===== src/design/spm_pkg.sv =====
package spm_pkg;

  // ----------------------------------------------------------------
  // register addresses
  // ----------------------------------------------------------------
  localparam logic [7:0] ADDR_CFG = 8'h9a;
  localparam logic [7:0] ADDR_DAT = 8'h9b;
  localparam logic [7:0] ADDR_CKR = 8'h9d;
  localparam logic [7:0] ADDR_CTL = 8'hf8;

  // ----------------------------------------------------------------
  // reset values
  // ----------------------------------------------------------------
  localparam logic [7:0] CFG_RESET = 8'h07;
  localparam logic [7:0] CTL_RESET = 8'h00;
  localparam logic [7:0] CKR_RESET = 8'h00;
  localparam logic [7:0] DAT_RESET = 8'h00;
  localparam logic [7:0] RD_UNMAPPED = 8'h00;

  // ----------------------------------------------------------------
  // field positions
  // ----------------------------------------------------------------
  localparam int CFG_PHA = 7;
  localparam int CFG_POL = 6;
  localparam int CFG_CNT_LSB = 3;
  localparam int CFG_LEN_LSB = 0;
  localparam int CTL_DONE = 7;
  localparam int CTL_CLASH = 6;
  localparam int CTL_CONF = 5;
  localparam int CTL_OVR = 4;
  localparam int CTL_BUSY = 3;
  localparam int CTL_SEL = 2;
  localparam int CTL_MST = 1;
  localparam int CTL_EN = 0;

  // ----------------------------------------------------------------
  // widths and states
  // ----------------------------------------------------------------
  localparam int DIV_W = 8;
  localparam int EDGE_W = 4;

  typedef enum logic {SPM_IDLE, SPM_RUN} spm_state_e;

endpackage


===== src/design/spm_tick_if.sv =====
`timescale 1ns/10ps
interface spm_tick_if;
  logic run;
  logic [spm_pkg::DIV_W-1:0] div;
  logic tick;
  modport gen (input run, input div, output tick);
  modport user (output run, output div, input tick);
endinterface


===== src/design/spm_clkgen.sv =====
`timescale 1ns/10ps
module spm_clkgen (
  input wire logic core_clk,
  input wire logic nrst,
  spm_tick_if.gen tk
);
  logic [spm_pkg::DIV_W-1:0] cnt;

  // one tick every div+1 cycles, so one sck half period
  assign tk.tick = tk.run && (cnt == tk.div);

  always_ff @(posedge core_clk) begin
    if (!nrst || !tk.run || tk.tick) begin
      cnt <= '0;
    end else begin
      cnt <= cnt + 1'b1;
    end
  end
endmodule // spm_clkgen


===== src/design/spm_top.sv =====
`timescale 1ns/10ps
// Function
// - phase picks first or second sampling edge
// - polarity sets idle sck level
// - read-only count of bits sent
// - master frame length is field plus one
// - master sck is half clock over divider+1
// - slave ignores divider, follows incoming sck
// - done flag on transfer end, software clears
// - clash flag on data write while busy
// - conflict flag when select low as master
// - overrun flag when buffer still unread
// - busy flag spans master transfer
// - selected flag is inverted chip select
// - master bit chooses master or slave
// - port disabled means no serial activity
// - master data write loads and starts
// - data read returns receive buffer
// - registers reset to documented values
// - both data lines carry msb first
// - conflict clears master and enable bits
// - colliding write dropped, transfer continues
// - unselected slave floats its data output
module spm_top (
  input wire logic core_clk,
  input wire logic nrst,
  input wire logic [7:0] sfr_addr,
  input wire logic sfr_wr,
  input wire logic sfr_rd,
  input wire logic [7:0] sfr_wdata,
  output logic [7:0] sfr_rdata,
  output logic port_irq,
  input wire logic sck_in,
  output logic sck_out,
  output logic sck_oe,
  input wire logic mosi_in,
  output logic mosi_out,
  output logic mosi_oe,
  input wire logic miso_in,
  output logic miso_out,
  output logic miso_oe,
  input wire logic cs_n_in
);

  // ----------------------------------------------------------------
  // state
  // ----------------------------------------------------------------
  logic cfg_pha, cfg_pol;
  logic [2:0] cfg_len;
  logic [7:0] ckr;
  logic done, clash, conf, ovr, master_enable_bit, en;
  logic [7:0] sh, rx_buf;
  logic rx_full;
  spm_pkg::spm_state_e state, next_state;
  logic [spm_pkg::EDGE_W-1:0] edge_cnt;
  logic [2:0] bit_cnt;
  logic sck_lvl, mosi_q, miso_q;
  logic sck_m, sck_s, sck_p, nss_m, nss_s, nss_p, mosi_m, mosi_s;

  function automatic logic flag_next(input logic cur, input logic wr, input logic wv,
                                     input logic set);
    flag_next = set | (wr ? wv : cur);
  endfunction

  // ----------------------------------------------------------------
  // decode
  // ----------------------------------------------------------------
  wire wr_cfg = sfr_wr && (sfr_addr == spm_pkg::ADDR_CFG);
  wire wr_dat = sfr_wr && (sfr_addr == spm_pkg::ADDR_DAT);
  wire wr_ckr = sfr_wr && (sfr_addr == spm_pkg::ADDR_CKR);
  wire wr_ctl = sfr_wr && (sfr_addr == spm_pkg::ADDR_CTL);
  wire rd_dat = sfr_rd && (sfr_addr == spm_pkg::ADDR_DAT);

  wire is_master = en && master_enable_bit;
  wire is_slave = en && !master_enable_bit;
  wire sel_flag = !nss_s;
  wire m_busy = (state == spm_pkg::SPM_RUN);
  wire s_active = is_slave && sel_flag;
  wire active = m_busy || s_active;
  wire conf_set = master_enable_bit && !nss_s;
  wire clash_set = wr_dat && active;
  wire m_start = wr_dat && is_master && !m_busy && !conf_set;
  wire s_load = wr_dat && is_slave && !sel_flag;

  spm_tick_if tk ();
  assign tk.run = m_busy;
  assign tk.div = ckr; // divider only reaches the master path

  spm_clkgen u_clkgen (
    .core_clk(core_clk),
    .nrst(nrst),
    .tk(tk)
  );

  // even edges are first edges of a bit period
  wire tick = tk.tick;
  wire m_sample = tick && (edge_cnt[0] == cfg_pha);
  wire m_shift = tick && (edge_cnt[0] != cfg_pha);
  wire m_end = tick && (edge_cnt == {cfg_len, 1'b1});
  wire s_edge = (sck_s != sck_p);
  wire s_lead = s_edge && (sck_s != cfg_pol);
  wire s_trail = s_edge && (sck_s == cfg_pol);
  wire s_sample = s_active && (cfg_pha ? s_trail : s_lead);
  wire s_shift = s_active && (cfg_pha ? s_lead : s_trail);
  wire s_begin = is_slave && !nss_s && nss_p;
  wire s_end = is_slave && nss_s && !nss_p;
  wire sample_in = m_busy ? miso_in : mosi_s;
  wire do_sample = (m_busy && m_sample) || s_sample;
  wire [7:0] next_sh = do_sample ? {sh[6:0], sample_in} : sh;
  wire xfer_end = (m_busy && m_end && !conf_set) || s_end;
  wire rx_take = xfer_end && !rx_full;
  wire ovr_set = xfer_end && rx_full;

  wire [7:0] cfg_rd = {cfg_pha, cfg_pol, bit_cnt, cfg_len};
  wire [7:0] ctl_rd = {done, clash, conf, ovr, m_busy, sel_flag, master_enable_bit, en};
  wire [7:0] rd_mux = (sfr_addr == spm_pkg::ADDR_CFG) ? cfg_rd :
                      (sfr_addr == spm_pkg::ADDR_DAT) ? rx_buf :
                      (sfr_addr == spm_pkg::ADDR_CKR) ? ckr :
                      (sfr_addr == spm_pkg::ADDR_CTL) ? ctl_rd : spm_pkg::RD_UNMAPPED;

  // ----------------------------------------------------------------
  // input synchronisers, first stage feeds only the second
  // ----------------------------------------------------------------
  always_ff @(posedge core_clk) begin
    if (!nrst) begin
      {sck_m, sck_s, sck_p} <= 3'h0;
      {nss_m, nss_s, nss_p} <= 3'h7;
      {mosi_m, mosi_s} <= 2'h0;
    end else begin
      {sck_m, sck_s, sck_p} <= {sck_in, sck_m, sck_s};
      {nss_m, nss_s, nss_p} <= {cs_n_in, nss_m, nss_s};
      {mosi_m, mosi_s} <= {mosi_in, mosi_m};
    end
  end

  // ----------------------------------------------------------------
  // registers
  // ----------------------------------------------------------------
  always_ff @(posedge core_clk) begin
    if (!nrst) begin
      {cfg_pha, cfg_pol} <= 2'h0;
      cfg_len <= spm_pkg::CFG_RESET[2:0];
      ckr <= spm_pkg::CKR_RESET;
      {done, clash, conf, ovr, master_enable_bit, en} <= 6'h00;
    end else begin
      if (wr_cfg) begin
        cfg_pha <= sfr_wdata[spm_pkg::CFG_PHA];
        cfg_pol <= sfr_wdata[spm_pkg::CFG_POL];
        cfg_len <= sfr_wdata[spm_pkg::CFG_LEN_LSB +: 3];
      end
      if (wr_ckr) begin
        ckr <= sfr_wdata;
      end
      // hardware set wins over a software clear in the same cycle
      done <= flag_next(done, wr_ctl, sfr_wdata[spm_pkg::CTL_DONE], xfer_end);
      clash <= flag_next(clash, wr_ctl, sfr_wdata[spm_pkg::CTL_CLASH], clash_set);
      conf <= flag_next(conf, wr_ctl, sfr_wdata[spm_pkg::CTL_CONF], conf_set);
      ovr <= flag_next(ovr, wr_ctl, sfr_wdata[spm_pkg::CTL_OVR], ovr_set);
      master_enable_bit <= conf_set ? 1'b0 : (wr_ctl ? sfr_wdata[spm_pkg::CTL_MST] : master_enable_bit);
      en <= conf_set ? 1'b0 : (wr_ctl ? sfr_wdata[spm_pkg::CTL_EN] : en);
    end
  end

  // ----------------------------------------------------------------
  // master sequencer
  // ----------------------------------------------------------------
  always_comb begin
    next_state = state;
    case (state)
      spm_pkg::SPM_IDLE: begin
        if (m_start) begin
          next_state = spm_pkg::SPM_RUN;
        end
      end
      spm_pkg::SPM_RUN: begin
        // a conflict or disable aborts the word without a done flag
        if (m_end || !is_master || conf_set) begin
          next_state = spm_pkg::SPM_IDLE;
        end
      end
      default: next_state = spm_pkg::SPM_IDLE;
    endcase
  end

  always_ff @(posedge core_clk) begin
    if (!nrst) begin
      state <= spm_pkg::SPM_IDLE;
      edge_cnt <= '0;
      sck_lvl <= 1'b0;
    end else begin
      state <= next_state;
      if (m_start) begin
        edge_cnt <= '0;
      end else if (m_busy && tick) begin
        edge_cnt <= edge_cnt + 1'b1;
      end
      if (m_busy && tick) begin
        sck_lvl <= ~sck_lvl;
      end else if (!m_busy) begin
        sck_lvl <= cfg_pol;
      end
    end
  end

  // ----------------------------------------------------------------
  // shifter, data lines, receive buffer
  // ----------------------------------------------------------------
  always_ff @(posedge core_clk) begin
    if (!nrst) begin
      sh <= spm_pkg::DAT_RESET;
      rx_buf <= spm_pkg::DAT_RESET;
      rx_full <= 1'b0;
      bit_cnt <= 3'h0;
      mosi_q <= 1'b0;
      miso_q <= 1'b0;
      sfr_rdata <= 8'h00;
    end else begin
      // a colliding write never reaches the shifter
      sh <= (m_start || s_load) ? sfr_wdata : next_sh;
      if (m_start || s_begin) begin
        bit_cnt <= 3'h0;
      end else if (do_sample) begin
        bit_cnt <= bit_cnt + 1'b1;
      end
      if (m_start) begin
        mosi_q <= sfr_wdata[7];
      end else if (m_busy && m_shift) begin
        mosi_q <= sh[7];
      end
      if (s_load) begin
        miso_q <= sfr_wdata[7];
      end else if (s_begin || s_shift) begin
        miso_q <= sh[7];
      end
      if (rx_take) begin
        rx_buf <= next_sh; // overrun keeps the old byte
      end
      rx_full <= rx_take | (rx_full & ~rd_dat);
      if (sfr_rd) begin
        sfr_rdata <= rd_mux;
      end
    end
  end

  // ----------------------------------------------------------------
  // pins
  // ----------------------------------------------------------------
  assign sck_out = sck_lvl;
  assign sck_oe = is_master;
  assign mosi_out = mosi_q;
  assign mosi_oe = is_master;
  assign miso_out = miso_q;
  assign miso_oe = s_active;
  assign port_irq = done | clash | conf | ovr;

  logic [7:0] gap, tgl;
  logic gap_ok;
  always_ff @(posedge core_clk) begin
    if (!nrst) begin
      {gap, tgl} <= 16'h0000;
      gap_ok <= 1'b0;
    end else begin
      gap <= (tick || !m_busy) ? 8'h00 : gap + 1'b1;
      gap_ok <= m_busy && (gap_ok || tick) && !m_start;
      tgl <= m_start ? 8'h00 : tgl + 8'(m_busy && tick);
    end
  end
endmodule // spm_top


===== config.mk =====
export PLATFORM = sky130hd
export DESIGN_NAME = spm_top
export DESIGN_NICKNAME = d
export VERILOG_FILES = /design/src/design/spm_pkg.sv /design/src/design/spm_tick_if.sv /design/src/design/spm_clkgen.sv /design/src/design/spm_top.sv
export SDC_FILE = /design/constraint.sdc
export NUM_CORES = 1
export LEC_CHECK = 0
export BUFFER_PORTS_ARGS = -buffer_cell sky130_fd_sc_hd__clkbuf_2
export CORE_MARGIN = 2
export CORE_UTILIZATION = 65
export CTS_BUF_LIST = sky130_fd_sc_hd__clkbuf_2
export CTS_CLUSTER_SIZE = 24
export DETAILED_ROUTE_END_ITERATION = 8
export PLACE_DENSITY = 0.95
export RECOVER_POWER = 50
export SLEW_MARGIN = 20
export SYNTH_ARGS = -nofsm -noshare
export SYNTH_HDL_FRONTEND = slang
export SYNTH_SLANG_ARGS = --single-unit

===== constraint.sdc =====
create_clock -name core_clk -period 2.6 [get_ports core_clk]
set_input_delay 0.52 -clock core_clk [delete_from_list [all_inputs] [get_ports core_clk]]
set_output_delay 0.52 -clock core_clk [all_outputs]
set_load 0.02 [all_outputs]

# Yosys cells after proc, flatten, opt, wreduce, memory -nomap -nowiden
# Index checks and enable logic that the tools add are counted.
# totals
out_inout_bits	15
latchBits	0
ramBits	0
in_bits	24
n_memories	0
rom_bits	0
word_cells	135
ff_bits	71
# classes
add_sub_neg	3
multipliers	0
div	0
n_mux	22
eq_ne	12
n_lt_le_gt_ge	0
shifts	0
bitwise	13
reduce_logical	56
# op_table
operator	count
2-to-1 mux 8 bit	6
logical AND 1 bit	33
equality test 8 bit, second input constant	4
2-to-1 mux 1 bit	15
logical OR 1 bit	10
adder 8 x 1 -> 8 bit, second input constant	1
equality test 8 bit	1
logical NOT 1 bit	8
OR 1 bit	8
OR reduction 2 bit	3
adder 4 x 1 -> 4 bit, second input constant	1
equality test 4 bit	1
NOT 1 bit	4
nonzero test 2 bit	2
adder 3 x 1 -> 3 bit, second input constant	1
inequality test 1 bit	3
equality test 1 bit	2
inequality test 2 x 1 -> 1 bit, second input constant	1
case mux 1 bit (2 select lines)	1
AND 1 bit	1

# Logic depth before layout (Yosys ltp)
# logic_depth
ltp_word	8
ltp_mapped	8
mapped_depth_nobuf	6

# Hierarchy
# From an unflattened synthesis, not the netlist that was laid out.
# unflattened
cells_unflattened	361
hier_area_um2	3385.7
# by_module_without_submodules
mod	instances	seq_area_each_um2	area_per_inst_um2	cells_each
spm_top	1	1261.2	2917.8	314
spm_clkgen	1	160.2	467.9	47

# Worst setup path after synthesis
# OpenSTA, ideal clock, no wires.
# synth_timing
path_type	input -> register
start	in sfr_addr[5]
end	reg sh[0]
slack_ps	692
arrival_ps	1781
path_stages	6
n_path_buf	1
required_time_ps	2473
setup_ps	127
cell_sequence	or2_1 or2_1 buf_2 nor3_1 nand3_1 mux2i_1
# synth_between
elab_chain_len	7
elab_cells_between_ends	9
cone_classes	eq/ne (1); mux (1); reduce/logical (7)
# synth_rtl
item	line	source
start, declared	spm_top.sv:27	input wire logic [7:0] sfr_addr,
equality test 8 bit (*)	spm_top.sv:69	wire wr_dat = sfr_wr && (sfr_addr == spm_pkg::ADDR_DAT);
logical AND 1 bit (*)	spm_top.sv:69	
logical AND 1 bit (3 in a row)	spm_top.sv:82	wire m_start = wr_dat && is_master && !m_busy && !conf_set;
logical OR 1 bit (*)	spm_top.sv:219	sh <= (m_start || s_load) ? sfr_wdata : next_sh;
2-to-1 mux 8 bit (*)	spm_top.sv:219	
end signal, assigned	spm_top.sv:210	sh <= spm_pkg::DAT_RESET;
end signal, assigned	spm_top.sv:219	
end, declared	spm_top.sv:52	logic [7:0] sh, rx_buf;
# Mark *: on every way between the ends. The rest lies on a longest branch, timed or not.
# A chain may end at the register's enable or synchronous reset.

# Worst setup path after layout
# layout_timing
start	in sfr_addr[1]
end	reg master_enable_bit
# layout_between
elab_chain_len	2
# layout_rtl
item	line	source
equality test 8 bit	spm_top.sv:71	wire wr_ctl = sfr_wr && (sfr_addr == spm_pkg::ADDR_CTL);
logical AND 1 bit	spm_top.sv:71	
end signal, assigned	spm_top.sv:159	master_enable_bit <= conf_set ? 1'b0 : (wr_ctl ? sfr_wdata[spm_pkg::CTL_MST] : master_enable_bit);
end, declared	spm_top.sv:51	logic done, clash, conf, ovr, master_enable_bit, en;
# Every way passes these cells.

==> results.yml <==
min_path:
  min_from: "cs_n_in"
  worstHoldEndpoint: "nss_m"
  hold_path.class: "primary input to flip-flop"
  hold_depth: 2
synth:
  async_flop_share: 0
  synth_area_leader_cell: "dfxtp_1"
  syn_area_per_cell_um2: 8.83
  ys.flop_type: "dfxtp_1"
  synth_area_um2: 3260
  synthTopCellsByArea: "dfxtp_1, mux2i_1, a21oi_1"
  syn_inst: 369
  yosysSeqAreaShare: 0.436
  synth_edf_count: 0
  synth_cell_types: 49
  synth_nets: 396
  synth_top_area_frac: 0.436
  yosys_warnings: 0
  ys_seq_elements: 71
die:
  fp.coreArea_um2: 4790
  die_x_um: 74.8
  start_util: 0.681
  ios: 39
  dieArea_um2: 5590
  die_h_um: 74.8
  fp-row-count: 25
cts:
  post-cts-setup-buffers: 0
  cts_buffer_depth: 2
  cts_tree: "yes"
  cts_resized: 0
  cts.clk_slew.worst_paths_ns: 0.17
  clock_latency_ns: 0.50
  hold_buffers: 0
  htree_num_levels: 3
  clock_tree.root_cell: "clkbuf_2"
  numCtsBuffers: 9
  clock-sinks: 71
critical_path:
  r2r-end: "rx_buf[3]"
  worstPathArrival_ns: 2.81
  rr_worst_depth: 6
  worstSetupStartpointType: "primary input"
  r2r_setup_slack_ns: 0.26
  r2r-start: "ckr[0]"
  timing_worst_setup_path_type: "primary input to flip-flop"
  cp_max_fo: 9
  crit_required_ns: 3.00
  crit_path_end_kind: "flip-flop"
drt:
  vias: 2997
  drtIter0Drc: 455
  drc_errors: 0
  vias_per_cell: 6.34
  drt-total-wl_mm: 8.12
  firstDrtPassIters: 7
  ant_nets: 0
  wl_per_cell_um: 17.2
power:
  power.density_nw_per_um2: 479
  power_leakage_nw: 1.42
  ir_drop_mv: 0.396
final_layout:
  final_core_util: 0.730
  stdcell_count: 473
  area_growth_pct: 7.22
  drive_gt1_frac: 0.121
  diodes: 0
  finalNetCount: 430
run:
  drv_cap: 0
sta:
  rsz0062_at_grt: "no"
  fmax_mhz: 415
  clock_skew_ns: 0.0278
  hold_viol: 0
  slew_viol_final: 0
  tns_ns: 0
  post-route-min-period_ns: 2.41
  worst_pin_slew_ns: 1.20
  fin_crit_sh: 0.927
  finalSetupViolCount: 0
  maxSlewHeadroom: 0.194
global_route:
  grt_util_met2: 0.514
  grt_max_degree: 36
  busiest_layer: "met2"
  use_met1: 0.392
  first_global_vias: 2773
  grt_use_total: 0.314
  grtUsageMet3: 0.0669
  grt_antenna_before_repair: 0
  grt_overflow_total: 0
  grt_pass1_wl_mm: 13.0
place:
  io_buffers: 38
  place_inst: 459
  place_congestion: 0.935
  hpwl_mm: 6.04
status:
  status: "completed"
-- critical path: stages --
cell      delay, ns
clkbuf_1       0.13
or4b_1         0.55
nor3_1         0.92
nand2_2        0.34
o211ai_1       0.29
a21oi_1        0.06
-- synth_stat cells (4+ instances only) --
| master | count |
|---|---|
| and3_1 | 4 |
| a211oi_1 | 5 |
| mux2i_1 | 23 |
| a21oi_1 | 35 |
| inv_1 | 9 |
| nand2b_1 | 6 |
| dfxtp_1 | 71 |
| xor2_1 | 15 |
| nand3_1 | 17 |
| nor3_1 | 10 |
| o21ai_0 | 27 |
| a22o_1 | 4 |
| and2_1 | 8 |
| clkbuf_1 | 11 |
| xnor2_1 | 8 |
| a31oi_1 | 4 |
| nand2_1 | 40 |
| nand3b_1 | 4 |
| nor2_1 | 25 |
-- final cells by class --
type	count	area, µm²
timing repair buffer	42	204
multi-input combinational	270	1680
clock buffer	11	55.1
sequential	71	1420
clock inverter	3	12.5
tap	67	83.8
fill	373	1290
inverter	9	33.8
-- layer usage --
metal / vias to the layer above / share of wire
met4: 0 / 0.039
li1: 1372 / -
met5: - / 0
met3: 50 / 0.098
met2: 211 / 0.47
met1: 1364 / 0.39
-- per-stage QoR --
step                      power [mW]  hold WS (ns)  worst slack [ns]  instance area (µm²)
final                           1.67         0.192             0.191                 3490
after global routing            1.71         0.210            0.0892                 3490
after CTS                       1.67         0.199             0.386                 3530
after detailed placement        1.23         0.399             0.288                 3470
after global placement          1.22         0.391             0.315                 3470
after floorplan                 1.18         0.386             0.692                 3260
-- cells in the final DEF, fill, tap and decap left out, drive strengths merged, types with 2 or more instances in the layout --
| cell | synthesis | final |
|---|---|---|
| nor3 | 11 | 11 |
| a31oi | 5 | 5 |
| inv | 9 | 9 |
| and2 | 9 | 9 |
| o21ai | 28 | 28 |
| a21o | 2 | 2 |
| nand2b | 6 | 6 |
| dfxtp | 71 | 71 |
| xnor2 | 8 | 8 |
| ha | 3 | 3 |
| a22o | 4 | 4 |
| nor2 | 25 | 25 |
| nand3 | 17 | 17 |
| nand3b | 4 | 4 |
| nor4 | 4 | 4 |
| a211oi | 5 | 5 |
| clkinv | 0 | 3 |
| and3 | 4 | 4 |
| buf | 8 | 4 |
| or2 | 2 | 2 |
| xor2 | 16 | 16 |
| mux2i | 23 | 23 |
| nand2 | 42 | 42 |
| clkbuf | 11 | 49 |
| o211ai | 2 | 2 |
| a222oi | 3 | 3 |
| a21oi | 35 | 35 |
-- state kept, by name, indices dropped and copies added, names as in the netlist, 3 cells and up --
register      count
sh                8
rx_buf            8
ckr               8
u_clkgen.cnt      8
bit_cnt           3
cfg_len           3
edge_cnt          4
sfr_rdata         8
-- where the power goes --
group	switching [mW]	internal, mW	leakage (nW)
clock	0.353	0.117	0.0527
sequential	0.00557	1.10	0.575
combinational	0.0653	0.0316	0.792
total	0.424	1.25	1.42
-- kinds of logic (layout without fill, tap and decap cells) --
logic type / Yosys count / after routing / synth area share
compound gates: 90 / 90 / 0.168
xor+xnor: 24 / 24 / 0.0668
fa+ha+maj: 3 / 3 / 0.0115
buf+inv: 28 / 65 / 0.0392
flops: 71 / 71 / 0.436
mux: 24 / 24 / 0.0753
simple gates: 129 / 129 / 0.202
-- worst max-delay path by stage --
stage	from	end	depth (start not counted)
6_report	sfr_addr[1]	master_enable_bit	6
5_1_grt	sfr_addr[1]	master_enable_bit	6
4_1_cts	ckr[0]	rx_buf[3]	6
3_5_place_dp	sfr_addr[5]	sh[0]	6
3_3_place_gp	sfr_addr[5]	sh[0]	6
2_1_floorplan	sfr_addr[5]	sh[0]	6
Power figures use the tool's default switching activity.
